**config.mk**
```make
export PLATFORM = sky130hd
export DESIGN_NAME = sir_irq_route
export DESIGN_NICKNAME = d
export VERILOG_FILES = /design/src/sir_pkg.sv /design/src/sir_irq_route.sv /design/src/sir_route_mux.sv
export SDC_FILE = /design/constraint.sdc
export NUM_CORES = 1
export LEC_CHECK = 0
export BUFFER_PORTS_ARGS = -buffer_cell sky130_fd_sc_hd__buf_2
export CAP_MARGIN = 20
export CORE_MARGIN = 3
export CORE_UTILIZATION = 50
export CTS_CLUSTER_DIAMETER = 30
export DETAILED_ROUTE_END_ITERATION = 16
export PLACE_DENSITY_LB_ADDON = 0.1
export SETUP_SLACK_MARGIN = 0.05
export SLEW_MARGIN = 10
export SYNTH_ARGS = -nofsm -noshare
export SYNTH_HDL_FRONTEND = slang
export SYNTH_HIERARCHICAL = 1
export SYNTH_SLANG_ARGS = --single-unit
export TNS_END_PERCENT = 1
```
**constraint.sdc**
```tcl
create_clock -name pclk -period 3.4 [get_ports pclk]
set_clock_uncertainty 0.2 [all_clocks]
set_input_delay 0.17 -clock pclk [delete_from_list [all_inputs] [get_ports pclk]]
set_output_delay 0.17 -clock pclk [all_outputs]
set_load 0.02 [all_outputs]
```
**src/sir_pkg.sv**
```systemverilog
package sir_pkg;

    // register offsets (byte addresses)
    localparam logic [11:0] DB_ROUTE_BASE = 12'h280;
    localparam logic [11:0] DB_ROUTE_STRIDE = 12'h010;
    localparam logic [11:0] DB_ROUTE_HI_OFS = 12'h004;
    localparam logic [11:0] RXQ_ROUTE_LO = 12'h2c0;
    localparam logic [11:0] RXQ_ROUTE_HI = 12'h2c4;
    localparam logic [11:0] IRQ_STATUS = 12'h2e0;
    localparam logic [11:0] IRQ_MASK = 12'h2e4;
    localparam logic [11:0] IRQ_PENDING = 12'h2e8;

    // geometry
    localparam int NUM_DB = 4;
    localparam int SRC_BITS = 16;
    localparam int NUM_DST = 8;
    localparam int FIELD_W = 4;
    localparam int FIELDS_PER_REG = 8;

    // field layout and reset values
    localparam int FIELD_RSVD_BIT = 3;
    localparam logic [3:0] ROUTE_RESET = 4'h0;
    localparam logic [31:0] REG_RESET = 32'h0000_0000;
    localparam logic [31:0] ERR_DATA = 32'h0000_0000;

    // routing field array, one 4-bit code per source
    typedef logic [SRC_BITS-1:0][FIELD_W-1:0] sir_route_t;

    // apb request bundle
    typedef struct packed {
        logic sel;
        logic enable;
        logic write;
        logic [11:0] addr;
        logic [31:0] wdata;
    } sir_apb_req_s;

    // apb answer bundle
    typedef struct packed {
        logic ready;
        logic slverr;
        logic [31:0] rdata;
    } sir_apb_rsp_s;

    // bus slave phase
    typedef enum logic [0:0] {
        SIR_IDLE = 1'b0,
        SIR_ACCESS = 1'b1
    } sir_phase_e;

endpackage : sir_pkg

```
**src/sir_irq_route.sv**
```systemverilog
`timescale 1ns/1ps
`default_nettype none

module sir_irq_route #(
    parameter int NUM_DB = sir_pkg::NUM_DB
) (
    input wire logic pclk,
    input wire logic presetn,
    input wire logic psel,
    input wire logic penable,
    input wire logic pwrite,
    input wire logic [11:0] paddr,
    input wire logic [31:0] pwdata,
    output logic [31:0] prdata,
    output logic pready,
    output logic pslverr,
    input wire logic [NUM_DB-1:0][15:0] doorbell_pending_status,
    input wire logic [15:0] rx_queue_pending_status,
    output logic [7:0] irq_destination_outputs,
    output logic irq
);

    ////////////////////////////////////////////////////////////////////////
    // state

    typedef struct packed {
        sir_pkg::sir_route_t [NUM_DB-1:0] db_route;
        sir_pkg::sir_route_t rxq_route;
        logic [7:0] dst;
        logic [7:0] status;
        logic [7:0] mask;
        logic [31:0] rdata;
        logic slverr;
        logic ready;
        sir_pkg::sir_phase_e phase;
    } sir_state_s;

    sir_state_s st_r;
    sir_state_s st_nxt;
    sir_pkg::sir_apb_req_s req;
    logic [NUM_DB:0][7:0] src_dst;
    logic [7:0] dst_comb;
    logic [7:0] dst_rise;

    assign req.sel = psel;
    assign req.enable = penable;
    assign req.write = pwrite;
    assign req.addr = paddr;
    assign req.wdata = pwdata;

    ////////////////////////////////////////////////////////////////////////
    // routing

    // one steering mux per doorbell
    genvar g;
    generate
        for (g = 0; g < NUM_DB; g++) begin : g_db
            sir_route_mux u_mux (
                .pending(doorbell_pending_status[g]),
                .route(st_r.db_route[g]),
                .dst(src_dst[g])
            );
        end
    endgenerate

    // receive queues share the same destination lines
    sir_route_mux u_rxq_mux (
        .pending(rx_queue_pending_status),
        .route(st_r.rxq_route),
        .dst(src_dst[NUM_DB])
    );

    // merge all sources per destination
    always_comb begin
        dst_comb = 8'h00;
        for (int i = 0; i <= NUM_DB; i++) begin
            dst_comb = dst_comb | src_dst[i];
        end
    end

    assign dst_rise = dst_comb & ~st_r.dst;

    ////////////////////////////////////////////////////////////////////////
    // register decode helpers

    // true when addr names the route register of doorbell d, high half when hi is set
    function automatic logic db_hit(input logic [11:0] a, input int d,
                                   input logic hi);
        logic [11:0] base;
        base = 12'(sir_pkg::DB_ROUTE_BASE + 12'(d) * sir_pkg::DB_ROUTE_STRIDE);
        if (hi) begin
            base = 12'(base + sir_pkg::DB_ROUTE_HI_OFS);
        end
        return a == base;
    endfunction : db_hit

    // eight route fields packed into one word
    function automatic logic [31:0] pack8(input sir_pkg::sir_route_t r,
                                          input logic hi);
        logic [31:0] w;
        w = 32'h0;
        for (int k = 0; k < sir_pkg::FIELDS_PER_REG; k++) begin
            w[4*k +: 4] = r[k + (hi ? 8 : 0)];
        end
        return w;
    endfunction : pack8

    ////////////////////////////////////////////////////////////////////////
    // next state

    // apb slave with one wait-free access, plus sticky destination events
    always_comb begin
        logic hit;
        logic acc;
        hit = 1'b0;
        acc = 1'b0;
        st_nxt = st_r;
        st_nxt.dst = dst_comb;
        st_nxt.ready = 1'b0;
        st_nxt.phase = sir_pkg::SIR_IDLE;
        st_nxt.status = st_r.status;
        if (req.sel && !req.enable) begin
            st_nxt.phase = sir_pkg::SIR_ACCESS;
            st_nxt.ready = 1'b1;
            st_nxt.rdata = sir_pkg::ERR_DATA;
            st_nxt.slverr = 1'b0;
            // read data prepared in setup so it is stable in access
            for (int d = 0; d < NUM_DB; d++) begin
                for (int h = 0; h < 2; h++) begin
                    if (db_hit(req.addr, d, h[0])) begin
                        hit = 1'b1;
                        st_nxt.rdata = pack8(st_r.db_route[d], h[0]);
                    end
                end
            end
            if (req.addr == sir_pkg::RXQ_ROUTE_LO) begin
                hit = 1'b1;
                st_nxt.rdata = pack8(st_r.rxq_route, 1'b0);
            end
            if (req.addr == sir_pkg::RXQ_ROUTE_HI) begin
                hit = 1'b1;
                st_nxt.rdata = pack8(st_r.rxq_route, 1'b1);
            end
            if (req.addr == sir_pkg::IRQ_STATUS) begin
                hit = 1'b1;
                st_nxt.rdata = {24'h0, st_r.status};
            end
            if (req.addr == sir_pkg::IRQ_MASK) begin
                hit = 1'b1;
                st_nxt.rdata = {24'h0, st_r.mask};
            end
            if (req.addr == sir_pkg::IRQ_PENDING) begin
                hit = 1'b1;
                st_nxt.rdata = {24'h0, st_r.dst};
            end
            st_nxt.slverr = !hit;
        end
        acc = req.sel && req.enable && (st_r.phase == sir_pkg::SIR_ACCESS);
        if (acc && req.write && !st_r.slverr) begin
            for (int d = 0; d < NUM_DB; d++) begin
                for (int h = 0; h < 2; h++) begin
                    if (db_hit(req.addr, d, h[0])) begin
                        for (int k = 0; k < 8; k++) begin
                            st_nxt.db_route[d][k + 8*h] =
                                req.wdata[4*k +: 4];
                        end
                    end
                end
            end
            for (int k = 0; k < 8; k++) begin
                if (req.addr == sir_pkg::RXQ_ROUTE_LO) begin
                    st_nxt.rxq_route[k] = req.wdata[4*k +: 4];
                end
                if (req.addr == sir_pkg::RXQ_ROUTE_HI) begin
                    st_nxt.rxq_route[k + 8] = req.wdata[4*k +: 4];
                end
            end
            if (req.addr == sir_pkg::IRQ_STATUS) begin
                st_nxt.status = st_r.status & ~req.wdata[7:0];
            end
            if (req.addr == sir_pkg::IRQ_MASK) begin
                st_nxt.mask = req.wdata[7:0];
            end
        end
        // a rising destination sets its sticky bit; set beats clear
        st_nxt.status = st_nxt.status | dst_rise;
    end

    ////////////////////////////////////////////////////////////////////////
    // registers

    // all state in one register
    always_ff @(posedge pclk or negedge presetn) begin
        if (!presetn) begin
            st_r <= '0;
        end else begin
            st_r <= st_nxt;
        end
    end

    // outputs
    assign irq_destination_outputs = st_r.dst;
    assign irq = |(st_r.status & st_r.mask);
    assign prdata = st_r.rdata;
    assign pready = st_r.ready;
    assign pslverr = st_r.slverr & st_r.ready;

    ////////////////////////////////////////////////////////////////////////
    // checks

    // rx queue 0 lands on its coded destination
    a_rxq_route_reach: assert property (@(posedge pclk)
        disable iff (!presetn)
        (rx_queue_pending_status[0] && !st_r.rxq_route[0][3])
        |=> irq_destination_outputs[$past(st_r.rxq_route[0][2:0])])
        else $error("rx queue 0 not routed");
    // rx queue 8 lands on the destination of its high-word field
    a_rxq_hi_reach: assert property (@(posedge pclk)
        disable iff (!presetn)
        (rx_queue_pending_status[8] && !st_r.rxq_route[8][3])
        |=> irq_destination_outputs[$past(st_r.rxq_route[8][2:0])])
        else $error("rx queue 8 not routed");
    // doorbell 0 bit 5 lands on its coded destination
    a_db_route_reach: assert property (@(posedge pclk)
        disable iff (!presetn)
        (doorbell_pending_status[0][5] && !st_r.db_route[0][5][3])
        |=> irq_destination_outputs[$past(st_r.db_route[0][5][2:0])])
        else $error("doorbell bit not routed");
    // the last doorbell, high half, lands on its coded destination
    a_db_last_reach: assert property (@(posedge pclk)
        disable iff (!presetn)
        (doorbell_pending_status[NUM_DB-1][12]
         && !st_r.db_route[NUM_DB-1][12][3])
        |=> irq_destination_outputs[
            $past(st_r.db_route[NUM_DB-1][12][2:0])])
        else $error("last doorbell bit not routed");
    // a reserved code steers its source nowhere
    a_rsvd_code_quiet: assert property (@(posedge pclk)
        disable iff (!presetn)
        (doorbell_pending_status == '0) && st_r.rxq_route[0][3]
        && (rx_queue_pending_status == 16'h0001)
        |=> (irq_destination_outputs == 8'h00))
        else $error("reserved code reached a destination");
    // code 7 picks the highest destination and nothing else
    a_top_code_reach: assert property (@(posedge pclk)
        disable iff (!presetn)
        (doorbell_pending_status == '0) && st_r.rxq_route[7] == 4'h7
        && (rx_queue_pending_status == 16'h0080)
        |=> (irq_destination_outputs == 8'h80))
        else $error("code seven not on the top destination");
    // no pending source, no destination
    a_idle_no_out: assert property (@(posedge pclk)
        disable iff (!presetn)
        ((doorbell_pending_status == '0) && (rx_queue_pending_status == '0))
        |=> (irq_destination_outputs == 8'h00))
        else $error("output without pending status");
    // a lone pending queue shows on its destination only
    a_only_pending: assert property (@(posedge pclk)
        disable iff (!presetn)
        (doorbell_pending_status == '0) && st_r.rxq_route[2] == 4'h2
        && (rx_queue_pending_status == 16'h0004)
        |=> (irq_destination_outputs == 8'h04))
        else $error("destination shown without its pending bit");
    // low rx word: queue 7 in the top nibble
    a_rxlo_write: assert property (@(posedge pclk)
        disable iff (!presetn)
        (psel && penable && pwrite && pready && !pslverr
         && paddr == sir_pkg::RXQ_ROUTE_LO)
        |=> (st_r.rxq_route[7] == $past(pwdata[31:28])))
        else $error("rx route low write lost");
    // low rx word: queue 0 in the bottom nibble
    a_rxlo_q0_write: assert property (@(posedge pclk)
        disable iff (!presetn)
        (psel && penable && pwrite && pready && !pslverr
         && paddr == sir_pkg::RXQ_ROUTE_LO)
        |=> (st_r.rxq_route[0] == $past(pwdata[3:0])))
        else $error("rx route low field 0 write lost");
    // high rx word: queue 8 in the bottom nibble
    a_rxhi_write: assert property (@(posedge pclk)
        disable iff (!presetn)
        (psel && penable && pwrite && pready && !pslverr
         && paddr == sir_pkg::RXQ_ROUTE_HI)
        |=> (st_r.rxq_route[8] == $past(pwdata[3:0])))
        else $error("rx route high write lost");
    // high rx word: queue 15 in the top nibble
    a_rxhi_q15_write: assert property (@(posedge pclk)
        disable iff (!presetn)
        (psel && penable && pwrite && pready && !pslverr
         && paddr == sir_pkg::RXQ_ROUTE_HI)
        |=> (st_r.rxq_route[15] == $past(pwdata[31:28])))
        else $error("rx route high field 15 write lost");
    // routes come out of reset as zero, so every source hits destination 0
    a_route_reset_zero: assert property (@(posedge pclk)
        disable iff (!presetn)
        $rose(presetn)
        |-> (st_r.rxq_route == '0) && (st_r.db_route == '0))
        else $error("route fields not zero after reset");
    // a read of the low rx word returns queue 0 field
    a_read_back: assert property (@(posedge pclk)
        disable iff (!presetn)
        (psel && !penable && !pwrite && paddr == sir_pkg::RXQ_ROUTE_LO)
        ##1 (psel && penable)
        |-> (prdata[3:0] == st_r.rxq_route[0]))
        else $error("rx route readback wrong");
    // a doorbell bit and a queue on one code share one destination
    a_or_merge: assert property (@(posedge pclk)
        disable iff (!presetn)
        doorbell_pending_status[0][0] && rx_queue_pending_status[0]
        && st_r.db_route[0][0] == st_r.rxq_route[0] && !st_r.rxq_route[0][3]
        |=> irq_destination_outputs[$past(st_r.rxq_route[0][2:0])])
        else $error("destination or merge broken");
    // the last doorbell and queue 3 merge when routed alike
    a_or_far: assert property (@(posedge pclk)
        disable iff (!presetn)
        doorbell_pending_status[NUM_DB-1][0] && rx_queue_pending_status[3]
        && st_r.db_route[NUM_DB-1][0] == st_r.rxq_route[3]
        && !st_r.rxq_route[3][3]
        |=> irq_destination_outputs[$past(st_r.rxq_route[3][2:0])])
        else $error("far or merge broken");
    // queue 15 uses a shared destination line
    a_shared_dst: assert property (@(posedge pclk)
        disable iff (!presetn)
        (rx_queue_pending_status[15] && st_r.rxq_route[15] == 4'h6)
        |=> irq_destination_outputs[6])
        else $error("queue 15 not on shared line");
    // doorbell 0 second word: bit 15 in the top nibble
    a_db_write: assert property (@(posedge pclk)
        disable iff (!presetn)
        (psel && penable && pwrite && pready && !pslverr
         && paddr == 12'(sir_pkg::DB_ROUTE_BASE + sir_pkg::DB_ROUTE_HI_OFS))
        |=> (st_r.db_route[0][15] == $past(pwdata[31:28])))
        else $error("doorbell route write lost");
    // doorbell 0 first word: bit 0 in the bottom nibble
    a_db_lo_write: assert property (@(posedge pclk)
        disable iff (!presetn)
        (psel && penable && pwrite && pready && !pslverr
         && paddr == sir_pkg::DB_ROUTE_BASE)
        |=> (st_r.db_route[0][0] == $past(pwdata[3:0])))
        else $error("doorbell low route write lost");
    // the last doorbell pair sits one stride per doorbell above the base
    a_db_last_write: assert property (@(posedge pclk)
        disable iff (!presetn)
        (psel && penable && pwrite && pready && !pslverr && paddr == 12'(
         sir_pkg::DB_ROUTE_BASE + (NUM_DB-1) * sir_pkg::DB_ROUTE_STRIDE))
        |=> (st_r.db_route[NUM_DB-1][0] == $past(pwdata[3:0])))
        else $error("last doorbell route write lost");

endmodule : sir_irq_route
`default_nettype wire

```
**src/sir_route_mux.sv**
```systemverilog
`timescale 1ns/1ps
`default_nettype none

// steers 16 pending sources onto 8 destinations by their route codes
module sir_route_mux (
    input wire logic [15:0] pending,
    input wire sir_pkg::sir_route_t route,
    output logic [7:0] dst
);

    // one-hot decode of a route code; reserved codes reach nothing
    function automatic logic [7:0] sir_decode(input logic [3:0] code);
        logic [7:0] oh;
        oh = 8'h00;
        if (!code[sir_pkg::FIELD_RSVD_BIT]) begin
            oh[code[2:0]] = 1'b1;
        end
        return oh;
    endfunction : sir_decode

    // or every pending source into its destination
    always_comb begin
        dst = 8'h00;
        for (int i = 0; i < sir_pkg::SRC_BITS; i++) begin
            if (pending[i]) begin
                dst = dst | sir_decode(route[i]);
            end
        end
    end

endmodule : sir_route_mux
`default_nettype wire

```
==> reports/qor.csv <==
stage,metric,value,unit
sta,grt_setup_unrepaired,no,
clock_network,clk-insertion-delay-late,0.64,ns
yosys,post_synth_inst_count,2533,
floorplan,std_cell_rows,80,
finish,sequential_cell_area,9460,sq um
sta,timing.final.crit_share,86.8,%
clock_network,total_cts_buffers,82,
global_route,grt_use_met2,66.1,%
placed_design,dp_slack,0.312,ns
global_route,gr-max-usage-layer,met2,
floorplan,floorplan_core_area,48300,sq um
drt,viasPerCell,7.68,
drt,ant_nets,0,
sta,fmaxAchievable,0.339,GHz
finish,fillerInstances,3991,
global_route,grt_antenna_before_repair,11,
worst_setup_path,cp_data_required_time,3.72,ns
yosys,asyncSetResetFlopFracSynth,100,%
global_route,grt_pass1_vias,25300,
clock_network,cts_tree,yes,
yosys,synthesis.yosys.warnings,6,
placed_design,gp_congestion,1.12,
worst_setup_path,setup.worst_path.end_class,flop,
drt,route.final.wire_length,126000,um
yosys,synthFlopType,sky130_fd_sc_hd__dfrtp_1,
clock_network,cts_hold_buffers,37,
clock_network,clock-sinks,378,
clock_network,clk_pin_slew_worst_paths,0.05,ns
sta,finalSetupViolCount,0,
outcome,outcome,"finished, final reports clean",
pwr,power.density_cell_area,476,nW/um^2
job,timing.max_cap.violations,0,
sta,drv_slew,0,
worst_setup_path,crit_path_max_fanout,6,
finish,drive_gt1_share,29.3,%
worst_setup_path,setup.worst_path.start_class,flop,
global_route,global_route.usage.total,46.7,%
placed_design,dpl.hpwl,93800,um
worst_setup_path,crit_path_cell_trace,"nand2b_1, o32ai_1, nor4_1, buf_4, nand3_1, nor3_1, nand2_1, a22o_1",
drt,drt_first_pass_iters,11,
drt,drc_errors,0,
global_route,global_route.usage.met3,21.9,%
yosys,synth_nets,2662,
drt,drt-initial-drc-count,4880,
clock_network,cts-resized-gates,0,
pwr,design_power_total,14.0,mW
placed_design,port_buffers,171,
clock_network,post_cts_buffers,0,
global_route,met1_usage,57.4,%
worst_setup_path,critical_path_buf_inv_count,1,
worst_setup_path,worst_path_slowest_cell,sky130_fd_sc_hd__dfrtp_1,
sta,timing_worst_slew_pin_value,1.00,ns
pwr,p_leak,12.8,nW
floorplan,die_x,228,um
sta,postLayoutSetupSlackWorst,0.449,ns
sta,worst_slew_margin_rel,33.3,%
clock_network,cts_buffer_depth,3,
drt,route.detailed.wl_per_inst,36.7,um
clock_network,htree_levels,3,
sta,final.min_clock_period,2.95,ns
yosys,ys_ff_latch,378,
global_route,wire_length_of_the_first_global_routing_pass,178000,um
pwr,power.ir.vdd_worst,0.463,mV
floorplan,die-height,228,um
finish,finalNetCount,2842,
yosys,synth_enable_flop_cells,0,
yosys,syn_area_per_cell,9.77,sq um
floorplan,ios,172,
yosys,synth-seq-area-share,38.2,%
worst_setup_path,worst-setup-path-type,flop to flop,
floorplan,design.die.area,52200,sq um
sta,finalHoldWorstSlack,0.0218,ns
min_path,holdCritPathClass,input pin to flop,
yosys,syn-cell-area,24700,sq um
worst_setup_path,timing.critical_path.arrival,3.27,ns
yosys,number_of_distinct_library_cell_variants_in_the_gate_level_netlist_after_synthesis,92,
finish,multi_input_area,14300,sq um
finish,post-route-util,60.9,%
floorplan,initial_utilization,51.2,%
sta,timing.final.hold_violations,0,
finish,area_delta_synth_final,19.0,%
worst_setup_path,timing.critical_path.slowest_cell_delay,0.59,ns
global_route,gr-total-overflow,0,
drt,dr_vias,26500,
worst_setup_path,worst_path_dominant_cell_family,simple AND/OR/NAND/NOR gates,
sta,setup_total_negative_slack,0,ns
global_route,grt_start_max_net_pins,76,
clock_network,cts.root.buffer_cell,sky130_fd_sc_hd__clkbuf_16,
-- cells in the final DEF (no fill, tap or decap), drive strengths merged, types with 19 or more instances in the layout --
cell / count
a211oi: 32
a21oi: 55
a22o: 23
a22oi: 19
a2bb2oi: 22
buf: 236
clkbuf: 104
clkinv: 19
dfrtp: 378
dlygate4sd3: 37
inv: 28
mux2: 331
nand2: 98
nand2b: 106
nand3: 97
nand3b: 136
nand4: 23
nor2: 140
nor3: 105
nor4: 73
o21ai: 54
o221ai: 23
o22ai: 240
o32ai: 21
or2: 64
or3b: 64
-- synth_stat cells (22+ instances only) --
cell	number	area (sq um)
sky130_fd_sc_hd__clkbuf_1	43	161
sky130_fd_sc_hd__nand2_1	98	368
sky130_fd_sc_hd__nand3b_1	136	1020
sky130_fd_sc_hd__nor2_1	136	510
sky130_fd_sc_hd__o22ai_1	239	1500
sky130_fd_sc_hd__mux2_2	328	3690
sky130_fd_sc_hd__or3b_1	60	526
sky130_fd_sc_hd__nor3_1	99	495
sky130_fd_sc_hd__nand2b_1	102	638
sky130_fd_sc_hd__nand4_1	22	138
sky130_fd_sc_hd__buf_4	46	345
sky130_fd_sc_hd__nand3_1	96	480
sky130_fd_sc_hd__a2bb2oi_1	22	193
sky130_fd_sc_hd__buf_2	58	290
sky130_fd_sc_hd__nor4_1	72	450
sky130_fd_sc_hd__o21ai_0	53	265
sky130_fd_sc_hd__or2_2	54	338
sky130_fd_sc_hd__buf_1	27	101
sky130_fd_sc_hd__o221ai_1	23	201
sky130_fd_sc_hd__a211oi_1	28	210
sky130_fd_sc_hd__dfrtp_1	378	9460
sky130_fd_sc_hd__a21oi_1	55	275
-- metal layers --
metal	routed length (um)	up-vias
li1	-	10300
met1	43800	12700
met2	51300	2803
met3	21000	678
met4	10200	4
met5	35	-
-- path summary, 6_finish.rpt --
kind | from | endpoint | slack (ns) | cells past startpoint
worst max-delay path | st_r[301]$_DFFE_PN0P_ | st_r[43]$_DFF_PN0_ | 0.45 | 8
worst min-delay path | rx_queue_pending_status[3] | irq_destination_outputs[3]$_DFF_PN0_ | 0.02 | 7
worst max register to register | st_r[301]$_DFFE_PN0P_ | st_r[43]$_DFF_PN0_ | 0.45 | 8
worst min register to register | st_r[48]$_DFF_PN0_ | st_r[48]$_DFF_PN0_ | 0.32 | 1
max in group asynchronous | presetn | st_r[195]$_DFFE_PN0P_ | 1.30 | 4
min in group asynchronous | presetn | st_r[161]$_DFFE_PN0P_ | 0.46 | 3
-- cells by family (layout without fill, tap and decap cells) --
family                 count (synthesis)  in the layout  synth area share, %
flip-flops                           378            378                 38.2
other                                  0             12                    0
XOR/XNOR                               1              1               0.0354
AO/OA/AOI/OAI                        642            642                 18.6
buffers and inverters                198            444                 4.06
multiplexers                         349            349                 15.8
AND/OR/NAND/NOR                      965            965                 23.3
-- state kept, by name, summed over array words and instances (netlist names) --
register                 flops
irq_destination_outputs      8
st_r                       338
prdata                      32
-- power by group --
| group | switching, mW | leakage [nW] | internal [mW] |
|---|---|---|---|
| logic | 0.676 | 6.16 | 0.258 |
| registers | 0.0210 | 5.21 | 4.53 |
| clock network | 2.75 | 1.44 | 5.78 |
-- stage by stage --
step	area, sq um	std cells
finish	29400	3447
global route	29400	3436
CTS	29400	3435
detailed placement	26100	3248
global placement	26100	3248
floorplan	24700	2533
-- area by class of cell --
class | count | area share [%]
antenna | 12 | 0.102
clock buffer | 104 | 7.81
clock inverter | 46 | 2.22
inverter | 21 | 0.268
multi-input combinational | 1957 | 48.6
sequential | 378 | 32.1
tap | 656 | 2.79
timing repair buffer | 273 | 6.08
-- tightest hold or removal path: cells and delay by family --
family | cells | cell delay, ns
buffers and inverters | 1 | 0.13
and+or+nand+nor | 5 | 0.43
AOI/OAI and AO/OA | 1 | 0.07
Note: power is estimated with default switching activity, not from simulation.
